## src/hdl/temp_mon_pkg.sv

```systemverilog
// Constants, register map and types shared by the temperature monitor files
package temp_mon_pkg;

  // ------------------------------------------------------------------
  // Register offsets
  // ------------------------------------------------------------------
  localparam logic [7:0] ADDR_LOCAL   = 8'h00;
  localparam logic [7:0] ADDR_R1_HI   = 8'h01;
  localparam logic [7:0] ADDR_STATUS1 = 8'h02;
  localparam logic [7:0] ADDR_CONFIG  = 8'h03;
  localparam logic [7:0] ADDR_RATE    = 8'h04;
  localparam logic [7:0] ADDR_R1_LO   = 8'h10;
  localparam logic [7:0] ADDR_STATUS2 = 8'h23;
  localparam logic [7:0] ADDR_MASK1   = 8'h24;
  localparam logic [7:0] ADDR_MASK2   = 8'h25;
  localparam logic [7:0] ADDR_R2_HI   = 8'h30;
  localparam logic [7:0] ADDR_R2_LO   = 8'h33;
  localparam logic [3:0] LIMIT_PAGE   = 4'h4;

  // ------------------------------------------------------------------
  // Configuration bits and reset values
  // ------------------------------------------------------------------
  localparam int CFG_TIMEOUT_EN = 0;
  localparam int CFG_EXT_RANGE  = 2;
  localparam int CFG_R2_SEL     = 3;
  localparam int CFG_SECOND_OVERTEMP_OUT_N     = 5;
  localparam int CFG_STANDBY    = 6;
  localparam int CFG_ALERT_MASK = 7;

  localparam logic [7:0] CONFIG_RST = 8'h00;
  localparam logic [7:0] RATE_RST   = 8'h07;
  localparam logic [7:0] RATE_MAX   = 8'h0A;
  localparam logic [7:0] RATE_NOAVG = 8'h08;
  localparam logic [7:0] HIGH_RST   = 8'h55;
  localparam logic [7:0] LOW_RST    = 8'h00;
  localparam logic [7:0] OVERTEMP_OUT_N_RST  = 8'h55;

  // Status layout: high/low pairs per channel, then open flags in status 1; overtemp per channel, then timeout in status 2
  localparam int ST2_TIMEOUT = 3;
  localparam int ST1_OPEN    = 5;

  // ------------------------------------------------------------------
  // Data format
  // ------------------------------------------------------------------
  localparam int                AVG_LOG2   = 4;
  localparam logic signed [10:0] EXT_OFFSET = 11'sh040;
  localparam logic signed [10:0] BIN_MAX    = 11'sh07F;
  localparam logic signed [10:0] EXT_MAX    = 11'sh0FF;

  // ------------------------------------------------------------------
  // Timing
  // ------------------------------------------------------------------
  localparam longint CLK_HZ          = 200_000_000;
  localparam longint TIMEOUT_MS      = 25;
  localparam longint TIMEOUT_CYC     = (CLK_HZ * TIMEOUT_MS + 999) / 1000;
  localparam longint BASE_PERIOD_MS  = 16000;
  localparam longint BASE_PERIOD_CYC = CLK_HZ * BASE_PERIOD_MS / 1000;

  // ------------------------------------------------------------------
  // Types
  // ------------------------------------------------------------------
  localparam int NUM_CH = 3;
  typedef enum logic [1:0] {
    CH_LOCAL = 2'h0,
    CH_R1    = 2'h1,
    CH_R2    = 2'h2
  } chan_t;

  typedef enum logic [4:0] {
    ST_IDLE  = 5'h01,
    ST_REQ   = 5'h02,
    ST_WAIT  = 5'h04,
    ST_STORE = 5'h08,
    ST_PAUSE = 5'h10
  } conv_state_t;

endpackage

```

## src/hdl/sync3.sv

```systemverilog
// Three-stage input synchroniser with agreement filter
`timescale 1ns/1ps
module sync3 #(
  parameter int WIDTH = 1
) (
  // Clock and reset
  input  wire logic             clk,
  input  wire logic             reset_n,
  // Data
  input  wire logic [WIDTH-1:0] d,
  output logic      [WIDTH-1:0] q
);

  logic [WIDTH-1:0] s1_q;
  logic [WIDTH-1:0] s2_q;
  logic [WIDTH-1:0] s3_q;

  always_ff @(posedge clk or negedge reset_n) begin
    if (!reset_n) begin
      s1_q <= '0;
      s2_q <= '0;
      s3_q <= '0;
    end else begin
      s1_q <= d;
      s2_q <= s1_q;
      s3_q <= s2_q;
    end
  end

  // A bit moves only once stages two and three agree
  genvar i;
  for (i = 0; i < WIDTH; i++) begin : g_bit
    always_ff @(posedge clk or negedge reset_n) begin
      if (!reset_n) begin
        q[i] <= 1'b0;
      end else if (s2_q[i] == s3_q[i]) begin
        q[i] <= s3_q[i];
      end
    end
  end

endmodule

```

## src/hdl/sample_avg.sv

```systemverilog
// Accumulator that averages a power-of-two number of samples
`timescale 1ns/1ps
module sample_avg #(
  parameter int SW   = 12,
  parameter int LOG2 = 4
) (
  // Clock and reset
  input  wire logic                 clk,
  input  wire logic                 reset_n,
  // Control
  input  wire logic                 clear,
  input  wire logic                 add,
  input  wire logic                 avg_on,
  // Data
  input  wire logic signed [SW-1:0] sample,
  output logic signed      [SW-1:0] avg
);

  logic signed [SW+LOG2-1:0] acc_q;

  always_ff @(posedge clk or negedge reset_n) begin
    if (!reset_n) begin
      acc_q <= '0;
    end else if (clear) begin
      acc_q <= '0;
    end else if (add) begin
      acc_q <= acc_q + (SW+LOG2)'(sample);
    end
  end

  // Single samples pass unshifted when averaging is off
  always_comb begin
    if (avg_on) begin
      avg = SW'(acc_q >>> LOG2);
    end else begin
      avg = acc_q[SW-1:0];
    end
  end

endmodule

```

## src/hdl/temp_monitor.sv

```systemverilog
// Temperature monitor: conversion sequencer, limits, alarms, registers, link timeout
//
// The placing of the registers and strobed register access were chosen for this implementation.
`timescale 1ns/1ps
module temp_monitor
  import temp_mon_pkg::*;
#(
  parameter logic [31:0] BASE_PERIOD = 32'(BASE_PERIOD_CYC),
  parameter logic [31:0] TIMEOUT     = 32'(TIMEOUT_CYC)
) (
  // Clock and reset
  input  wire logic               clk,
  input  wire logic               reset_n,
  // Register port
  input  wire logic [7:0]         reg_addr,
  input  wire logic [7:0]         reg_wdata,
  input  wire logic               reg_wr,
  input  wire logic               reg_rd,
  output logic      [7:0]         reg_rdata,
  // Converter front end
  output logic                    adc_start,
  output logic      [1:0]         adc_channel,
  input  wire logic signed [11:0] adc_sample,
  input  wire logic               adc_valid,
  input  wire logic               adc_open,
  // Serial link pins
  input  wire logic               serial_clk_pin,
  input  wire logic               serial_data_pin,
  output logic                    link_release,
  // Alarms
  output logic                    overtemp_out_n,
  output logic                    second_overtemp_out_n,
  output logic                    irq
);

  // ------------------------------------------------------------------
  // Helpers
  // ------------------------------------------------------------------
  function automatic logic limit_hit(input logic [7:0] a);
    return (a[7:4] == LIMIT_PAGE) && (a[3:2] != 2'h3) && (a[1:0] != 2'h3);
  endfunction

  // Quarter-degree sample to high byte, clamped to the selected scale
  function automatic logic [7:0] scale_hi(input logic signed [11:0] s, input logic ext);
    logic signed [10:0] v;
    v = {s[11], s[11:2]};
    if (ext) begin
      v = v + EXT_OFFSET;
    end
    if (v < 11'sh000) begin
      return 8'h00;
    end else if (v > (ext ? EXT_MAX : BIN_MAX)) begin
      return (ext ? EXT_MAX[7:0] : BIN_MAX[7:0]);
    end
    return v[7:0];
  endfunction

  // ------------------------------------------------------------------
  // Registers
  // ------------------------------------------------------------------
  logic [7:0]  cfg_q;
  logic [7:0]  rate_q;
  logic [7:0]  status1_q;
  logic [7:0]  status2_q;
  logic [7:0]  mask1_q;
  logic [7:0]  mask2_q;
  logic [7:0]  limit_q [NUM_CH][3];
  logic [7:0]  temp_hi_q [NUM_CH];
  logic [7:0]  temp_lo_q [NUM_CH];
  logic [7:0]  rd_val;
  logic [7:0]  set1;
  logic [7:0]  set2;
  logic        wr_status1;
  logic        wr_status2;

  conv_state_t state_q;
  chan_t       ch_q;
  logic [3:0]  samp_cnt_q;
  logic [31:0] seq_cnt_q;
  logic [NUM_CH-1:0] ot_live_q;
  logic        open_seen_q;
  logic        avg_on;
  logic        ext;
  logic [3:0]  samp_last;
  logic [31:0] period;
  logic signed [11:0] avg;
  logic [7:0]  res_hi;
  logic        hi_cmp;
  logic        lo_cmp;
  logic        ot_cmp;

  assign ext       = cfg_q[CFG_EXT_RANGE];
  assign avg_on    = (rate_q < RATE_NOAVG);
  assign samp_last = avg_on ? 4'hF : 4'h0;
  assign period    = BASE_PERIOD >> rate_q[3:0];
  assign res_hi    = scale_hi(avg, ext);
  assign hi_cmp    = res_hi > limit_q[ch_q][0];
  assign lo_cmp    = res_hi < limit_q[ch_q][1];
  assign ot_cmp    = res_hi > limit_q[ch_q][2];

  // ------------------------------------------------------------------
  // Averaging accumulator
  // ------------------------------------------------------------------
  sample_avg #(
    .SW   (12),
    .LOG2 (AVG_LOG2)
  ) u_avg (
    .clk     (clk),
    .reset_n (reset_n),
    .clear   ((state_q == ST_STORE) || (state_q == ST_IDLE)),
    .add     ((state_q == ST_WAIT) && adc_valid),
    .avg_on  (avg_on),
    .sample  (adc_sample),
    .avg     (avg)
  );

  // ------------------------------------------------------------------
  // Conversion sequencer
  // ------------------------------------------------------------------
  always_ff @(posedge clk or negedge reset_n) begin
    if (!reset_n) begin
      state_q    <= ST_IDLE;
      ch_q       <= CH_LOCAL;
      samp_cnt_q <= 4'h0;
      seq_cnt_q  <= 32'h0;
    end else begin
      seq_cnt_q <= seq_cnt_q + 32'h1;
      case (state_q)
        ST_IDLE: begin
          ch_q       <= CH_LOCAL;
          samp_cnt_q <= 4'h0;
          seq_cnt_q  <= 32'h0;
          if (!cfg_q[CFG_STANDBY]) begin
            state_q <= ST_REQ;
          end
        end
        ST_REQ: begin
          state_q <= ST_WAIT;
        end
        ST_WAIT: begin
          if (adc_valid) begin
            if (samp_cnt_q == samp_last) begin
              state_q <= ST_STORE;
            end else begin
              samp_cnt_q <= samp_cnt_q + 4'h1;
              state_q    <= ST_REQ;
            end
          end
        end
        ST_STORE: begin
          samp_cnt_q <= 4'h0;
          if (ch_q == CH_R2) begin
            state_q <= ST_PAUSE;
          end else begin
            ch_q    <= chan_t'(ch_q + 2'h1);
            state_q <= ST_REQ;
          end
        end
        ST_PAUSE: begin
          if (seq_cnt_q >= period - 32'h1) begin
            state_q <= ST_IDLE;
          end
        end
        default: begin
          state_q <= ST_IDLE;
        end
      endcase
    end
  end

  // Front-end request; one pulse per measurement
  always_ff @(posedge clk or negedge reset_n) begin
    if (!reset_n) begin
      adc_start   <= 1'b0;
      adc_channel <= 2'h0;
    end else begin
      adc_start   <= (state_q == ST_REQ);
      adc_channel <= ch_q;
    end
  end

  // Open diode is remembered across the samples of one channel
  always_ff @(posedge clk or negedge reset_n) begin
    if (!reset_n) begin
      open_seen_q <= 1'b0;
    end else if (state_q == ST_STORE || state_q == ST_IDLE) begin
      open_seen_q <= 1'b0;
    end else if (state_q == ST_WAIT && adc_valid && adc_open) begin
      open_seen_q <= 1'b1;
    end
  end

  // ------------------------------------------------------------------
  // Result storage and live overtemp
  // ------------------------------------------------------------------
  always_ff @(posedge clk or negedge reset_n) begin
    if (!reset_n) begin
      for (int c = 0; c < NUM_CH; c++) begin
        temp_hi_q[c] <= 8'h00;
        temp_lo_q[c] <= 8'h00;
      end
      ot_live_q <= '0;
    end else if (state_q == ST_STORE) begin
      temp_hi_q[ch_q] <= res_hi;
      temp_lo_q[ch_q] <= {avg[1:0], 6'h00};
      ot_live_q[ch_q] <= ot_cmp;
    end
  end

  // ------------------------------------------------------------------
  // Status flags
  // ------------------------------------------------------------------
  always_comb begin
    set1 = 8'h00;
    set2 = 8'h00;
    if (state_q == ST_STORE) begin
      set1[{ch_q, 1'b0}] = hi_cmp;
      set1[{ch_q, 1'b1}] = lo_cmp;
      set2[ch_q]         = ot_cmp;
      if (ch_q != CH_LOCAL) begin
        set1[ST1_OPEN + int'(ch_q)] = open_seen_q;
      end
    end
    set2[ST2_TIMEOUT] = link_release;
  end

  assign wr_status1 = reg_wr && (reg_addr == ADDR_STATUS1);
  assign wr_status2 = reg_wr && (reg_addr == ADDR_STATUS2);

  // Write one to clear; a new event in the same cycle wins
  always_ff @(posedge clk or negedge reset_n) begin
    if (!reset_n) begin
      status1_q <= 8'h00;
      status2_q <= 8'h00;
    end else begin
      status1_q <= (status1_q & ~(wr_status1 ? reg_wdata : 8'h00)) | set1;
      status2_q <= (status2_q & ~(wr_status2 ? reg_wdata : 8'h00)) | set2;
    end
  end

  // ------------------------------------------------------------------
  // Host-writable registers
  // ------------------------------------------------------------------
  always_ff @(posedge clk or negedge reset_n) begin
    if (!reset_n) begin
      cfg_q   <= CONFIG_RST;
      rate_q  <= RATE_RST;
      mask1_q <= 8'h00;
      mask2_q <= 8'h00;
    end else if (reg_wr) begin
      case (reg_addr)
        ADDR_CONFIG: cfg_q   <= reg_wdata;
        ADDR_MASK1:  mask1_q <= reg_wdata;
        ADDR_MASK2:  mask2_q <= reg_wdata;
        ADDR_RATE: begin
          rate_q <= (reg_wdata > RATE_MAX) ? RATE_MAX : reg_wdata;
        end
        default: begin
        end
      endcase
    end
  end

  always_ff @(posedge clk or negedge reset_n) begin
    if (!reset_n) begin
      for (int c = 0; c < NUM_CH; c++) begin
        limit_q[c][0] <= HIGH_RST;
        limit_q[c][1] <= LOW_RST;
        limit_q[c][2] <= OVERTEMP_OUT_N_RST;
      end
    end else if (reg_wr && limit_hit(reg_addr)) begin
      limit_q[reg_addr[3:2]][reg_addr[1:0]] <= reg_wdata;
    end
  end

  // ------------------------------------------------------------------
  // Read path
  // ------------------------------------------------------------------
  always_comb begin
    rd_val = 8'h00;
    if (limit_hit(reg_addr)) begin
      rd_val = limit_q[reg_addr[3:2]][reg_addr[1:0]];
    end else begin
      case (reg_addr)
        ADDR_LOCAL:   rd_val = temp_hi_q[CH_LOCAL];
        ADDR_R1_HI:   rd_val = temp_hi_q[cfg_q[CFG_R2_SEL] ? CH_R2 : CH_R1];
        ADDR_R1_LO:   rd_val = temp_lo_q[cfg_q[CFG_R2_SEL] ? CH_R2 : CH_R1];
        ADDR_R2_HI:   rd_val = temp_hi_q[CH_R2];
        ADDR_R2_LO:   rd_val = temp_lo_q[CH_R2];
        ADDR_STATUS1: rd_val = status1_q;
        ADDR_STATUS2: rd_val = status2_q;
        ADDR_CONFIG:  rd_val = cfg_q;
        ADDR_RATE:    rd_val = rate_q;
        ADDR_MASK1:   rd_val = mask1_q;
        ADDR_MASK2:   rd_val = mask2_q;
        default:      rd_val = 8'h00;
      endcase
    end
  end

  always_ff @(posedge clk or negedge reset_n) begin
    if (!reset_n) begin
      reg_rdata <= 8'h00;
    end else begin
      reg_rdata <= reg_rd ? rd_val : 8'h00;
    end
  end

  // ------------------------------------------------------------------
  // Alarm pins and interrupt
  // ------------------------------------------------------------------
  // Overtemp follows the latest results, not the sticky status
  always_ff @(posedge clk or negedge reset_n) begin
    if (!reset_n) begin
      overtemp_out_n        <= 1'b1;
      second_overtemp_out_n <= 1'b1;
      irq                   <= 1'b0;
    end else begin
      overtemp_out_n <= ~(|ot_live_q);
      if (cfg_q[CFG_SECOND_OVERTEMP_OUT_N]) begin
        second_overtemp_out_n <= ~(|ot_live_q);
      end else begin
        second_overtemp_out_n <= ~((|status1_q) & ~cfg_q[CFG_ALERT_MASK]);
      end
      irq <= |((status1_q & mask1_q) | (status2_q & mask2_q));
    end
  end

  // ------------------------------------------------------------------
  // Serial link stall timeout
  // ------------------------------------------------------------------
  logic [1:0]  link_s;
  logic [1:0]  link_prev_q;
  logic        busy_q;
  logic [31:0] stall_cnt_q;

  sync3 #(
    .WIDTH (2)
  ) u_link_sync (
    .clk     (clk),
    .reset_n (reset_n),
    .d       ({serial_clk_pin, serial_data_pin}),
    .q       (link_s)
  );

  // Index 1 is clock, 0 is data; start and stop move data with clock high
  always_ff @(posedge clk or negedge reset_n) begin
    if (!reset_n) begin
      link_prev_q  <= 2'h3;
      busy_q       <= 1'b0;
      stall_cnt_q  <= 32'h0;
      link_release <= 1'b0;
    end else begin
      link_prev_q  <= link_s;
      link_release <= 1'b0;
      if (link_s[1] && link_prev_q[1] && link_prev_q[0] && !link_s[0]) begin
        busy_q <= 1'b1;
      end else if (link_s[1] && link_prev_q[1] && !link_prev_q[0] && link_s[0]) begin
        busy_q <= 1'b0;
      end
      if (!cfg_q[CFG_TIMEOUT_EN] || !busy_q || link_s[1]) begin
        stall_cnt_q <= 32'h0;
      end else if (stall_cnt_q >= TIMEOUT - 32'h1) begin
        stall_cnt_q  <= 32'h0;
        busy_q       <= 1'b0;
        link_release <= 1'b1;
      end else begin
        stall_cnt_q <= stall_cnt_q + 32'h1;
      end
    end
  end
endmodule

```

## config.mk

```make
export PLATFORM = sky130hd
export DESIGN_NAME = temp_monitor
export DESIGN_NICKNAME = d
export VERILOG_FILES = /design/src/hdl/temp_mon_pkg.sv /design/src/hdl/sync3.sv /design/src/hdl/sample_avg.sv /design/src/hdl/temp_monitor.sv
export SDC_FILE = /design/constraint.sdc
export NUM_CORES = 1
export LEC_CHECK = 0
export ABC_AREA = 1
export CAP_MARGIN = 10
export CORE_ASPECT_RATIO = 0.5
export CORE_UTILIZATION = 60
export CTS_CLUSTER_SIZE = 16
export DETAILED_ROUTE_END_ITERATION = 10
export DONT_BUFFER_PORTS = 1
export HOLD_SLACK_MARGIN = 0.12
export PLACE_DENSITY = 0.86
export SYNTH_ARGS = -nofsm -noshare
export SYNTH_HDL_FRONTEND = slang
export SYNTH_SLANG_ARGS = --single-unit
```

## constraint.sdc

```tcl
create_clock -name clk -period 8.2 [get_ports clk]
set_input_delay 0.41 -clock clk [delete_from_list [all_inputs] [get_ports clk]]
set_output_delay 0.41 -clock clk [all_outputs]
set_load 0.02 [all_outputs]
```

==> qor.yml <==
skew_ns: 0.0151
die-height_um: 114
r2r-start: "rate_q[3]"
cp_slowest_stage_delay_ns: 0.89
wl_met1_mm: 16.9
pwr_density_cell_mw_per_mm2: 251
cp_top_family: "simple AND/OR/NAND/NOR gates"
synth_fa_ha_area_frac: 0.0701
critPathKind: "reg -> reg"
grt_pass1_wl_mm: 67.0
avgSynthCellArea_um2: 8.02
drive_above_1_share: 0.0639
vias_per_cell: 6.13
nets: 1993
route.met2.wl_mm: 18.3
critical_path.max_fanout: 24
final_common_cell: "nand2_1"
dp_hpwl_mm: 28.5
synth_simple_gate_area_share: 0.208
cpMaxStageDelayCell: "o31ai_1"
min_to: "u_avg.acc_q[15]"
slew_violations: 0
critPathArrivalTime_ns: 4.88
syn-cell-area_mm2: 0.0150
io_buffers: 0
synthDistinctLibCells: 57
rsz0062_at_grt: "no"
clk_path_buf_depth: 3
critPathCaptureType: "register"
hold_start: "adc_sample[11]"
p_seq_frac: 0.375
grt_max_degree: 270
clk_latency_ns: 0.55
hold_class: "in -> reg"
drtIter0Drc: 1670
cp.required_ns: 8.69
fmax_ghz: 0.227
synth.area.mux_share: 0
final_cell_mix: "nand2_1 (406), o21ai_0 (241), dfrtp_1 (237)"
hold_slack_ns: 0.151
wl_mm: 41.3
period_share: 0.536
clk_pin_slew_ns: 0.07
status: "complete, no violations"
synth-seq-area-share: 0.451
highest_layer: "met4"
routabilityCongestion: 0.991
yosysWarnings: 0
cts_sinks: 269
cts_tree: "done"
vdd_drop_max_uv: 173
area_delta_synth_final_pct: 9.33
grt_pass1_vias: 12903
wl_per_cell_um: 18.5
drt_first_pass_iters: 6
max_cap_viol_count: 0
setup_viol: 0
finalSetupTns_ns: 0
cp_common_cell: "nand2_1"
root_buffer: "clkbuf_16"
period_needed_ns: 4.40
finalHoldViolCount: 0
cp-start-kind: "register"
min_path_cells: 3
met3WireLength_mm: 4.48
antenna_found_initial: 2
gr-total-overflow: 0
drc: 0
die_area_mm2: 0.0257
p_switching_mw: 1.46
htreeDepth: 1
synth_xor_area_frac: 0.0111
pin_count: 51
cts_resized: 0
r2r_cells: 20
synth_top_family_by_area: "simple AND/OR/NAND/NOR gates"
share_comb_of_total_power: 0.300
max_slew_margin: 0.296
rows: 40
clock_power_share: 0.326
fin_util: 0.677
ys.flop_type: "dfrtp_1"
coreArea_mm2: 0.0243
max_slew.worst_pin.slew_ns: 1.05
die_w_um: 226
r2r_end: "ot_live_q[2]"
r2r_slack_ns: 3.80
vias: 13672
leakage_nw: 7.63
crit_buf_inv: 4
grt_usage: 0.330
intPower_mw: 2.65
start_util: 0.619
switching_share: 0.355
synth-edff-count: 0
synth_compound_area_frac: 0.189
synthArstFlopShare: 1.00
ant_nets: 0
syn_inst: 1874
ys_ff_latch: 269
path_cells: "inv_2, nand3_2, nand2_1, nand2_1, inv_1, ha_1, nand2_1, inv_1, nand2_1, nand2_1, inv_1, o31ai_1, ha_1, nand2_1, nor2_1, nand3_1, nor2_1, a21oi_1, nand2_1, nand2_1"
cts-buffers-inserted: 25
## state kept, by name (all words and copies together) (netlist names), 3 cells and up
signal,cells
status1_q,8
stall_cnt_q,32
reg_rdata,8
u_avg.acc_q,16
mask1_q,8
cfg_q,8
state_q,5
rate_q,8
temp_hi_q,24
status2_q,8
temp_lo_q,4
mask2_q,8
samp_cnt_q,4
ot_live_q,3
limit_q,72
seq_cnt_q,32
## synthesized netlist by cell type (9+ instances only)
cell type,instances,share of area
nor4_1,11,0.0046
o22ai_1,34,0.014
nand4_1,26,0.011
nor2_1,154,0.038
xor2_1,12,0.0070
dfrtp_1,237,0.39
dfstp_2,32,0.056
a21oi_1,114,0.038
o2111ai_1,10,0.0058
a221oi_1,14,0.0082
nand3_1,55,0.018
ha_1,81,0.067
a22oi_1,9,0.0045
o21ai_0,241,0.080
nand2_1,406,0.10
a2bb2oi_1,15,0.0087
nor3_1,31,0.010
clkbuf_1,48,0.012
inv_1,221,0.055
a211oi_1,12,0.0060
## what timing repair did
item | in CTS | in global routing
buffers inserted | 0 | 0
hold buffers | 14 | 1
endpoints found under the hold margin | 302 | 103
endpoints found under the setup margin | 0 | 0
## tightest hold or removal path, cell delays in order
cell and delay [ns]:
xor2_1 0.06, nor2_1 0.10, o22ai_1 0.08
## layer usage
layer	global-route usage	up-vias
met5	0	-
met4	0.132	0
met3	0.0822	162
met2	0.503	775
met1	0.454	6396
li1	-	6339
## worst max-delay path by stage
stage	from	to	slack (ns)	cells past startpoint
6_report	rate_q[3]	ot_live_q[2]	3.80	20
5_1_grt	rate_q[3]	ot_live_q[2]	3.47	20
4_1_cts	rate_q[3]	ot_live_q[2]	4.01	20
3_5_place_dp	rate_q[3]	status1_q[4]	4.09	21
3_3_place_gp	rate_q[3]	status1_q[4]	4.22	21
2_1_floorplan	rate_q[1]	state_q[0]	5.04	20
## cells by family (layout without fill, tap and decap cells)
group | count (synthesis) | after routing
other | 1 | 10
adder cells (fa/ha/maj) | 84 | 84
flip-flops | 269 | 269
AND/OR/NAND/NOR | 725 | 725
buffers and inverters | 282 | 294
AO/OA/AOI/OAI | 494 | 494
XOR/XNOR | 19 | 19
## area by class of cell
cell class	instances	area [um2]
fillers	1930	7850
multi-input cells	1331	7210
flip-flops and latches	269	6770
inverters	226	848
clock buffers	31	668
well taps	336	420
clock inverters	15	260
repair buffers	22	240
diodes	1	2.50
## power groups by stage
stage	clock network [mW]	logic (mW)	registers, mW
CTS	1.34	1.19	1.54
global placement	0	1.10	1.56
detailed placement	0	1.15	1.56
finish	1.34	1.23	1.54
global route	1.40	1.38	1.55
floorplan	0	0.864	1.53
## per-stage QoR
step | cells | setup slack, ns | area (um2) | power (mW)
after floorplan | 1882 | 5.04 | 15100 | 2.40
after global placement | 2168 | 4.22 | 15300 | 2.66
after detailed placement | 2168 | 4.09 | 15300 | 2.71
after CTS | 2228 | 4.01 | 16400 | 4.07
after global routing | 2230 | 3.47 | 16400 | 4.33
final | 2231 | 3.80 | 16400 | 4.12
Power figures use the tool's default switching activity.
